==> src/loop_b_defs_pkg.sv <==
`timescale 1ns/1ps
`default_nettype none

package loop_b_defs_pkg;

    localparam int          ADDR_W          = 16;
    localparam int          DATA_W          = 8;

    // register offsets
    localparam logic [15:0] ADDR_ACTIVE     = 16'h0507;
    localparam logic [15:0] ADDR_LOOP_BAND  = 16'h0508;
    localparam logic [15:0] ADDR_QUICK_BAND = 16'h050e;
    localparam logic [15:0] ADDR_BAND_APPLY = 16'h0514;
    localparam logic [15:0] ADDR_NUM        = 16'h0515;
    localparam logic [15:0] ADDR_DEN        = 16'h051c;
    localparam logic [15:0] ADDR_FB_APPLY   = 16'h0520;
    localparam logic [15:0] ADDR_FRAC       = 16'h0521;

    // byte counts of the multi-byte fields and of the whole bank
    localparam int          BAND_BYTES      = 6;
    localparam int          NUM_BYTES       = 7;
    localparam int          DEN_BYTES       = 4;
    localparam int          BANK_SIZE       = 26;

    // bank indices, counted from the first loop band byte
    localparam logic [4:0]  IDX_LOOP        = 5'h00;
    localparam logic [4:0]  IDX_QUICK       = 5'h06;
    localparam logic [4:0]  IDX_BAND_APPLY  = 5'h0c;
    localparam logic [4:0]  IDX_NUM         = 5'h0d;
    localparam logic [4:0]  IDX_DEN         = 5'h14;
    localparam logic [4:0]  IDX_FB_APPLY    = 5'h18;
    localparam logic [4:0]  IDX_FRAC        = 5'h19;

    // field positions
    localparam int          ACTIVE_LSB      = 6;
    localparam int          APPLY_BIT       = 0;
    localparam int          FRAC_STYLE_MSB  = 3;
    localparam int          FRAC_EN_BIT     = 4;
    localparam int          FRAC_RSVD_BIT   = 5;

    // reset values and the fraction read mask
    localparam logic [7:0]  BYTE_RESET      = 8'h00;
    localparam logic [1:0]  ACTIVE_RESET    = 2'h0;
    localparam logic [7:0]  FRAC_KEEP_MASK  = 8'h3f;

endpackage : loop_b_defs_pkg

`default_nettype wire

==> src/staged_commit.sv <==
`timescale 1ns/1ps
`default_nettype none

module staged_commit #(
    parameter int           W         = 8,
    parameter logic [W-1:0] RESET_VAL = '0
) (
    input  wire logic         clk,
    input  wire logic         rst_n,
    input  wire logic [W-1:0] pend,
    input  wire logic         commit,
    output logic      [W-1:0] op
);

    logic [W-1:0] op_r;
    logic [W-1:0] op_nxt;

    // operating copy moves only on commit
    assign op_nxt = commit ? pend : op_r;
    assign op     = op_r;

    always_ff @(posedge clk)
    begin
        if (!rst_n)
            op_r <= RESET_VAL;
        else
            op_r <= op_nxt;
    end

endmodule : staged_commit

`default_nettype wire

==> src/loop_b_config_registers.sv <==
`timescale 1ns/1ps
`default_nettype none

module loop_b_config_registers
    import loop_b_defs_pkg::*;
#(
    parameter int BAND_W = 48,
    parameter int NUM_W  = 56,
    parameter int DEN_W  = 32
) (
    input  wire logic                           SYS_CLK,
    input  wire logic                           RESETN,
    input  wire logic [loop_b_defs_pkg::ADDR_W-1:0] REG_ADDR,
    input  wire logic                           REG_WR,
    input  wire logic                           REG_RD,
    input  wire logic [loop_b_defs_pkg::DATA_W-1:0] REG_WDATA,
    output logic      [loop_b_defs_pkg::DATA_W-1:0] REG_RDATA,
    output logic                                REG_RVALID,
    input  wire logic                           DEVICE_SOFT_RESET,
    input  wire logic                           LOOP_B_SOFT_RESET,
    input  wire logic                           AUTO_MODE,
    input  wire logic                           MANUAL_REG_CTRL,
    input  wire logic [1:0]                     MANUAL_REG_CHOICE,
    input  wire logic                           INPUT_CHOICE_PIN_HIGH,
    input  wire logic                           INPUT_CHOICE_PIN_LOW,
    input  wire logic [1:0]                     AUTO_CHOICE,
    input  wire logic                           AUTO_VALID,
    input  wire logic [BAND_W-1:0]              HOLDOVER_BAND_PARAMS_B_PEND,
    output logic      [1:0]                     ACTIVE_INPUT_B,
    output logic      [BAND_W-1:0]              LOOP_BAND_PARAMS_B,
    output logic      [BAND_W-1:0]              QUICK_SETTLE_BAND_PARAMS_B,
    output logic      [BAND_W-1:0]              HOLDOVER_BAND_PARAMS_B,
    output logic      [NUM_W-1:0]               FEEDBACK_NUMERATOR_B,
    output logic      [DEN_W-1:0]               FEEDBACK_DENOMINATOR_B,
    output logic      [3:0]                     FEEDBACK_FRAC_STYLE_B,
    output logic                                FEEDBACK_FRAC_ENABLE_B
);

    import loop_b_defs_pkg::*;

    // pending byte bank, 0x508 up to 0x521
    logic [7:0]        bank_r [0:BANK_SIZE-1];

    logic              band_apply_strobe_b_r;
    logic              band_apply_strobe_b_nxt;
    logic              feedback_apply_strobe_b_r;
    logic              feedback_apply_strobe_b_nxt;
    logic [1:0]        active_input_b_r;
    logic [1:0]        active_input_b_nxt;
    logic [7:0]        rdata_r;
    logic [7:0]        rdata_nxt;
    logic              rvalid_r;
    logic [3:0]        frac_style_r;
    logic              frac_enable_r;

    logic [15:0]       bank_offset;
    logic [4:0]        bank_idx;
    logic              in_bank;
    logic              hit_active;
    logic              hit_band_apply;
    logic              hit_fb_apply;
    logic              hit_frac;
    logic              bank_wr;
    logic              band_apply_wr;
    logic              fb_apply_wr;
    logic              band_commit;
    logic              fb_commit;
    logic [1:0]        manual_choice;
    logic [1:0]        pin_choice;
    logic [7:0]        bank_rd;
    logic [7:0]        frac_byte;

    logic [BAND_W-1:0] loop_band_pend;
    logic [BAND_W-1:0] quick_band_pend;
    logic [NUM_W-1:0]  num_pend;
    logic [DEN_W-1:0]  den_pend;
    logic [BAND_W-1:0] loop_band_op;
    logic [BAND_W-1:0] quick_band_op;
    logic [BAND_W-1:0] hold_band_op;
    logic [NUM_W-1:0]  num_op;
    logic [DEN_W-1:0]  den_op;

    // address decode
    assign bank_offset    = REG_ADDR - ADDR_LOOP_BAND;
    assign bank_idx       = bank_offset[4:0];
    assign in_bank        = (REG_ADDR >= ADDR_LOOP_BAND) && (REG_ADDR <= ADDR_FRAC);
    assign hit_active     = (REG_ADDR == ADDR_ACTIVE);
    assign hit_band_apply = (REG_ADDR == ADDR_BAND_APPLY);
    assign hit_fb_apply   = (REG_ADDR == ADDR_FB_APPLY);
    assign hit_frac       = (REG_ADDR == ADDR_FRAC);

    // strobe addresses hold no pending byte
    assign bank_wr        = REG_WR && in_bank && !hit_band_apply && !hit_fb_apply;
    assign band_apply_wr  = REG_WR && hit_band_apply && REG_WDATA[APPLY_BIT];
    assign fb_apply_wr    = REG_WR && hit_fb_apply && REG_WDATA[APPLY_BIT];

    // loop B soft reset deliberately absent from the bandwidth commit
    assign band_commit    = band_apply_strobe_b_r || DEVICE_SOFT_RESET;
    // either soft reset latches the feedback divider
    assign fb_commit      = feedback_apply_strobe_b_r || DEVICE_SOFT_RESET
                          || LOOP_B_SOFT_RESET;

    // a new write in the clearing cycle keeps the bit set
    assign band_apply_strobe_b_nxt     = band_apply_wr
                                       || (band_apply_strobe_b_r && 1'b0);
    assign feedback_apply_strobe_b_nxt = fb_apply_wr;

    // pin pair forms the input number, high pin as msb
    assign pin_choice     = {INPUT_CHOICE_PIN_HIGH, INPUT_CHOICE_PIN_LOW};
    assign manual_choice  = MANUAL_REG_CTRL ? MANUAL_REG_CHOICE : pin_choice;

    // automatic mode without a valid input keeps the last pick
    assign active_input_b_nxt = !AUTO_MODE ? manual_choice
                              : AUTO_VALID ? AUTO_CHOICE
                              : active_input_b_r;

    // pending vectors, least significant byte at the lowest address
    genvar g;
    generate
        for (g = 0; g < BAND_BYTES; g++)
        begin : g_band
            assign loop_band_pend[8*g +: 8]  = bank_r[int'(IDX_LOOP) + g];
            assign quick_band_pend[8*g +: 8] = bank_r[int'(IDX_QUICK) + g];
        end
        for (g = 0; g < NUM_BYTES; g++)
        begin : g_num
            assign num_pend[8*g +: 8] = bank_r[int'(IDX_NUM) + g];
        end
        for (g = 0; g < DEN_BYTES; g++)
        begin : g_den
            assign den_pend[8*g +: 8] = bank_r[int'(IDX_DEN) + g];
        end
    endgenerate

    assign frac_byte = bank_r[IDX_FRAC];

    // read mux
    assign bank_rd   = bank_r[bank_idx];
    assign rdata_nxt = hit_active     ? {active_input_b_r, 6'h00}
                     : hit_band_apply ? {7'h00, band_apply_strobe_b_r}
                     : hit_fb_apply   ? {7'h00, feedback_apply_strobe_b_r}
                     : hit_frac       ? (frac_byte & FRAC_KEEP_MASK)
                     : in_bank        ? bank_rd
                     : 8'h00;

    always_ff @(posedge SYS_CLK)
    begin
        if (!RESETN)
        begin
            for (int i = 0; i < BANK_SIZE; i++)
                bank_r[i] <= BYTE_RESET;
        end
        else if (bank_wr)
        begin
            bank_r[bank_idx] <= REG_WDATA;
        end
    end

    always_ff @(posedge SYS_CLK)
    begin
        if (!RESETN)
        begin
            band_apply_strobe_b_r     <= 1'b0;
            feedback_apply_strobe_b_r <= 1'b0;
            active_input_b_r          <= ACTIVE_RESET;
            rdata_r                   <= 8'h00;
            rvalid_r                  <= 1'b0;
        end
        else
        begin
            band_apply_strobe_b_r     <= band_apply_strobe_b_nxt;
            feedback_apply_strobe_b_r <= feedback_apply_strobe_b_nxt;
            active_input_b_r          <= active_input_b_nxt;
            rvalid_r                  <= REG_RD;
            if (REG_RD)
                rdata_r <= rdata_nxt;
        end
    end

    // fraction controls follow the divider commit
    always_ff @(posedge SYS_CLK)
    begin
        if (!RESETN)
        begin
            frac_style_r  <= 4'h0;
            frac_enable_r <= 1'b0;
        end
        else if (fb_commit)
        begin
            frac_style_r  <= frac_byte[FRAC_STYLE_MSB:0];
            frac_enable_r <= frac_byte[FRAC_EN_BIT];
        end
    end

    // separate operating copies behind each pending set
    staged_commit #(.W(BAND_W), .RESET_VAL('0)) u_loop_band (
        .clk    (SYS_CLK),
        .rst_n  (RESETN),
        .pend   (loop_band_pend),
        .commit (band_commit),
        .op     (loop_band_op)
    );

    staged_commit #(.W(BAND_W), .RESET_VAL('0)) u_quick_band (
        .clk    (SYS_CLK),
        .rst_n  (RESETN),
        .pend   (quick_band_pend),
        .commit (band_commit),
        .op     (quick_band_op)
    );

    staged_commit #(.W(BAND_W), .RESET_VAL('0)) u_hold_band (
        .clk    (SYS_CLK),
        .rst_n  (RESETN),
        .pend   (HOLDOVER_BAND_PARAMS_B_PEND),
        .commit (band_commit),
        .op     (hold_band_op)
    );

    staged_commit #(.W(NUM_W), .RESET_VAL('0)) u_num (
        .clk    (SYS_CLK),
        .rst_n  (RESETN),
        .pend   (num_pend),
        .commit (fb_commit),
        .op     (num_op)
    );

    staged_commit #(.W(DEN_W), .RESET_VAL('0)) u_den (
        .clk    (SYS_CLK),
        .rst_n  (RESETN),
        .pend   (den_pend),
        .commit (fb_commit),
        .op     (den_op)
    );

    // all outputs come straight from flip-flops
    assign REG_RDATA                  = rdata_r;
    assign REG_RVALID                 = rvalid_r;
    assign ACTIVE_INPUT_B             = active_input_b_r;
    assign LOOP_BAND_PARAMS_B         = loop_band_op;
    assign QUICK_SETTLE_BAND_PARAMS_B = quick_band_op;
    assign HOLDOVER_BAND_PARAMS_B     = hold_band_op;
    assign FEEDBACK_NUMERATOR_B       = num_op;
    assign FEEDBACK_DENOMINATOR_B     = den_op;
    assign FEEDBACK_FRAC_STYLE_B      = frac_style_r;
    assign FEEDBACK_FRAC_ENABLE_B     = frac_enable_r;

endmodule : loop_b_config_registers

`default_nettype wire

==> config.mk <==
export PLATFORM = sky130hd
export DESIGN_NAME = loop_b_config_registers
export DESIGN_NICKNAME = d
export VERILOG_FILES = /design/src/loop_b_defs_pkg.sv /design/src/staged_commit.sv /design/src/loop_b_config_registers.sv
export SDC_FILE = /design/constraint.sdc
export NUM_CORES = 1
export LEC_CHECK = 0
export BUFFER_PORTS_ARGS = -buffer_cell sky130_fd_sc_hd__buf_4
export CORE_MARGIN = 2
export CORE_UTILIZATION = 40
export DETAILED_ROUTE_END_ITERATION = 6
export PLACE_DENSITY = 0.63
export SLEW_MARGIN = 0
export SYNTH_ARGS = -nofsm -noshare
export SYNTH_HDL_FRONTEND = slang
export SYNTH_HIERARCHICAL = 1
export SYNTH_SLANG_ARGS = --single-unit
==> constraint.sdc <==
create_clock -name SYS_CLK -period 4.94 [get_ports SYS_CLK]
set_input_delay 0.988 -clock SYS_CLK [delete_from_list [all_inputs] [get_ports SYS_CLK]]
set_output_delay 0.988 -clock SYS_CLK [all_outputs]
set_load 0.005 [all_outputs]
==> flow_summary.ini <==
[status]
run_status = completed

[sta]
finalSetupViolations = 0
whs_ns = 0.509
maxSlewHeadroom_pct = 22.1
hold_viol_final = 0
period_minus_slack_ns = 4.45
worst_pin_slew_ns = 1.17
clock_skew_ns = 0.0279
maxSlewViolCount = 0
fin_tns_setup_ns = 0
rsz0062_at_grt = no
maxClockFrequency_mhz = 225
fin_crit_sh_pct = 90.1

[critical_path]
arrival_ns = 4.97
critical_path_class = in2reg
start_kind = input pin
crit_fanout = 31
end_kind = flip-flop
required_ns = 5.46

[logic_synthesis]
ys_ff_latch = 506
synth.top_cell.area_share_pct = 33.8
synth_cell_types = 61
synth.net_count = 1830
async_flop_share_pct = 0
synth_edf_count = 256
synthTopCellsByArea = edfxtp_1 34%, dfxtp_1 22%, mux2i_1 12%
synth-main-ff-cell = edfxtp_1
avgSynthCellArea_um2 = 13.1
yosysTopAreaCell = edfxtp_1
yosys_warnings = 6
synthCells = 1739
synth_seq_area_share_pct = 55.8
synthesis.area_um2 = 22800

[routing]
postRouteAntennaNets = 0
num_vias = 16015
firstDrtPassIters = 5
drc_errors = 0
first_iter_violations = 1869
avgRoutedWirePerCell_um = 26.6
drt_wl_total_mm = 75.4
viasPerCell = 5.66

[floorplan]
start_util_pct = 40.4
die_h_um = 243
num_rows = 87
die_w_um = 243
ios = 335
die_area_um2 = 58800
core_area_um2 = 56300

[clocking]
clk_latency_ns = 0.61
hold_buffers = 0
clockBufferDepth = 3
ctsResizeCount = 0
clock-sinks = 506
clk_pin_slew_worst_paths_ns = 0.06
root_buffer = clkbuf_16
cts_setup_buffers = 0
cts_buffers = 55
htree_num_levels = 2
cts_tree = done

[min_path]
hp-class = reg2reg

[placement]
placedCellCount = 2728
hpwl_mm = 52.2
gp_congestion = 0.945
portBuffers = 334
dpl-instance-area_um2 = 25800

[power]
peakVddDrop_mv = 0.325
total_leakage_power_nw = 10.5
powerDensity_nw_per_um2 = 358

[global_routing]
grt_pass1_wl_mm = 108
antenna_found_initial = 2
grt_overflow_total = 0
grt_max_degree = 94
grt_pass1_vias = 15650
grtUsageTotal_pct = 24.9

[cells_and_area]
final_area_um2 = 27500
multi_input_area_um2 = 9030
final_common_cell = buf_4
drive_gt1_share_pct = 31.6
antenna_cells = 0
fill_cells = 5010
finalNonFillerCells = 2832
final_cell_mix = 389 x buf_4, 275 x mux2i_1, 256 x edfxtp_1
syn_to_final_growth_pct = 21.0
seqCellArea_um2 = 12700
nets = 2120

[flow_run]
maxCapViolations = 0
## sequential cells by signal, summed over array words and instances, names as in the netlist
signal,cells
ACTIVE_INPUT_B,2
FEEDBACK_FRAC_ENABLE_B,1
FEEDBACK_FRAC_STYLE_B,4
REG_RDATA,8
REG_RVALID,1
band_apply_strobe_b_r,1
bank_r,256
feedback_apply_strobe_b_r,1
u_den/op,32
u_hold_band/op,48
u_loop_band/op,48
u_num/op,56
u_quick_band/op,48
## synth_stat cells (4+ instances only)
cell type / count
clkbuf_1: 96
o2111ai_1: 4
nor3_1: 45
o211a_1: 6
mux4_2: 34
a22o_1: 4
o31ai_1: 20
buf_12: 12
dfxtp_1: 250
inv_1: 8
nor4_2: 111
buf_8: 4
nor3b_1: 4
nor4_1: 62
a211oi_1: 11
a21oi_1: 10
nand2b_1: 6
buf_6: 13
a2111oi_0: 8
mux2_2: 16
nand2_1: 64
buf_2: 25
o21ai_0: 13
ha_1: 4
o221ai_1: 4
nor4b_1: 20
a22oi_1: 7
mux2i_1: 275
o22ai_1: 10
edfxtp_1: 256
nor2_1: 13
nor2b_1: 255
o41ai_1: 10
buf_4: 11
## worst paths after layout
kind / from / end / slack [ns] / depth (start not counted)
setup / recovery: REG_ADDR[3] / REG_RDATA[0] / 0.49 / 9
hold / removal: REG_RDATA[7] / REG_RDATA[7] / 0.51 / 2
setup reg to reg: bank_r[14][0] / REG_RDATA[0] / 2.56 / 5
hold reg to reg: REG_RDATA[7] / REG_RDATA[7] / 0.51 / 2
## stage by stage
stage / power, W / util (%) / setup slack, ns
global route: 0.0102 / 48.9 / 0.586
global placement: 0.00592 / 45.8 / 0.240
floorplan: 0.00538 / - / 1.09
CTS: 0.00992 / 48.9 / 0.898
finish: 0.00987 / 48.9 / 0.489
detailed placement: 0.00593 / 45.8 / 0.290
## final cells by class
type                            count  share of cell area, %
Sequential cell                   506                   46.1
Multi-Input combinational cell   1059                   32.8
Timing Repair Buffer              397                   11.2
Clock buffer                       83                   5.81
Tap cell                          756                   3.44
Clock inverter                     21                  0.550
Inverter                           10                  0.155
## routing by layer
| metal | routed length [um] | track usage, % | vias to the layer above |
|---|---|---|---|
| li1 | - | - | 7126 |
| met1 | 31100 | 34.2 | 7832 |
| met2 | 34000 | 37.9 | 905 |
| met3 | 7610 | 6.23 | 148 |
| met4 | 2710 | 9.22 | 4 |
| met5 | 32 | 0 | - |
## worst max-delay path, cell delays in order
cell	delay [ns]
buf_4	0.31
inv_1	0.40
ha_1	0.64
buf_4	0.33
nand2b_1	0.52
a2111oi_0	0.22
o41ai_1	0.97
a41oi_1	0.30
o21ai_0	0.25
## cells by family after synthesis
| kind of cell | after synthesis | share of synthesized area (%) |
|---|---|---|
| DFF | 506 | 55.8 |
| muxes | 325 | 16.3 |
| adders and majority gates | 4 | 0.220 |
| buffers and inverters | 174 | 4.68 |
| AOI/OAI and AO/OA | 121 | 4.01 |
| and+or+nand+nor | 609 | 19.1 |
## where the power goes
part / total (W) / internal [W] / switching (W)
registers: 0.00478 / 0.00462 / 0.000160
clock network: 0.00401 / 0.00229 / 0.00172
logic: 0.00108 / 0.000472 / 0.000608
total: 0.00987 / 0.00738 / 0.00249
Note: power is estimated with default switching activity, not from simulation.
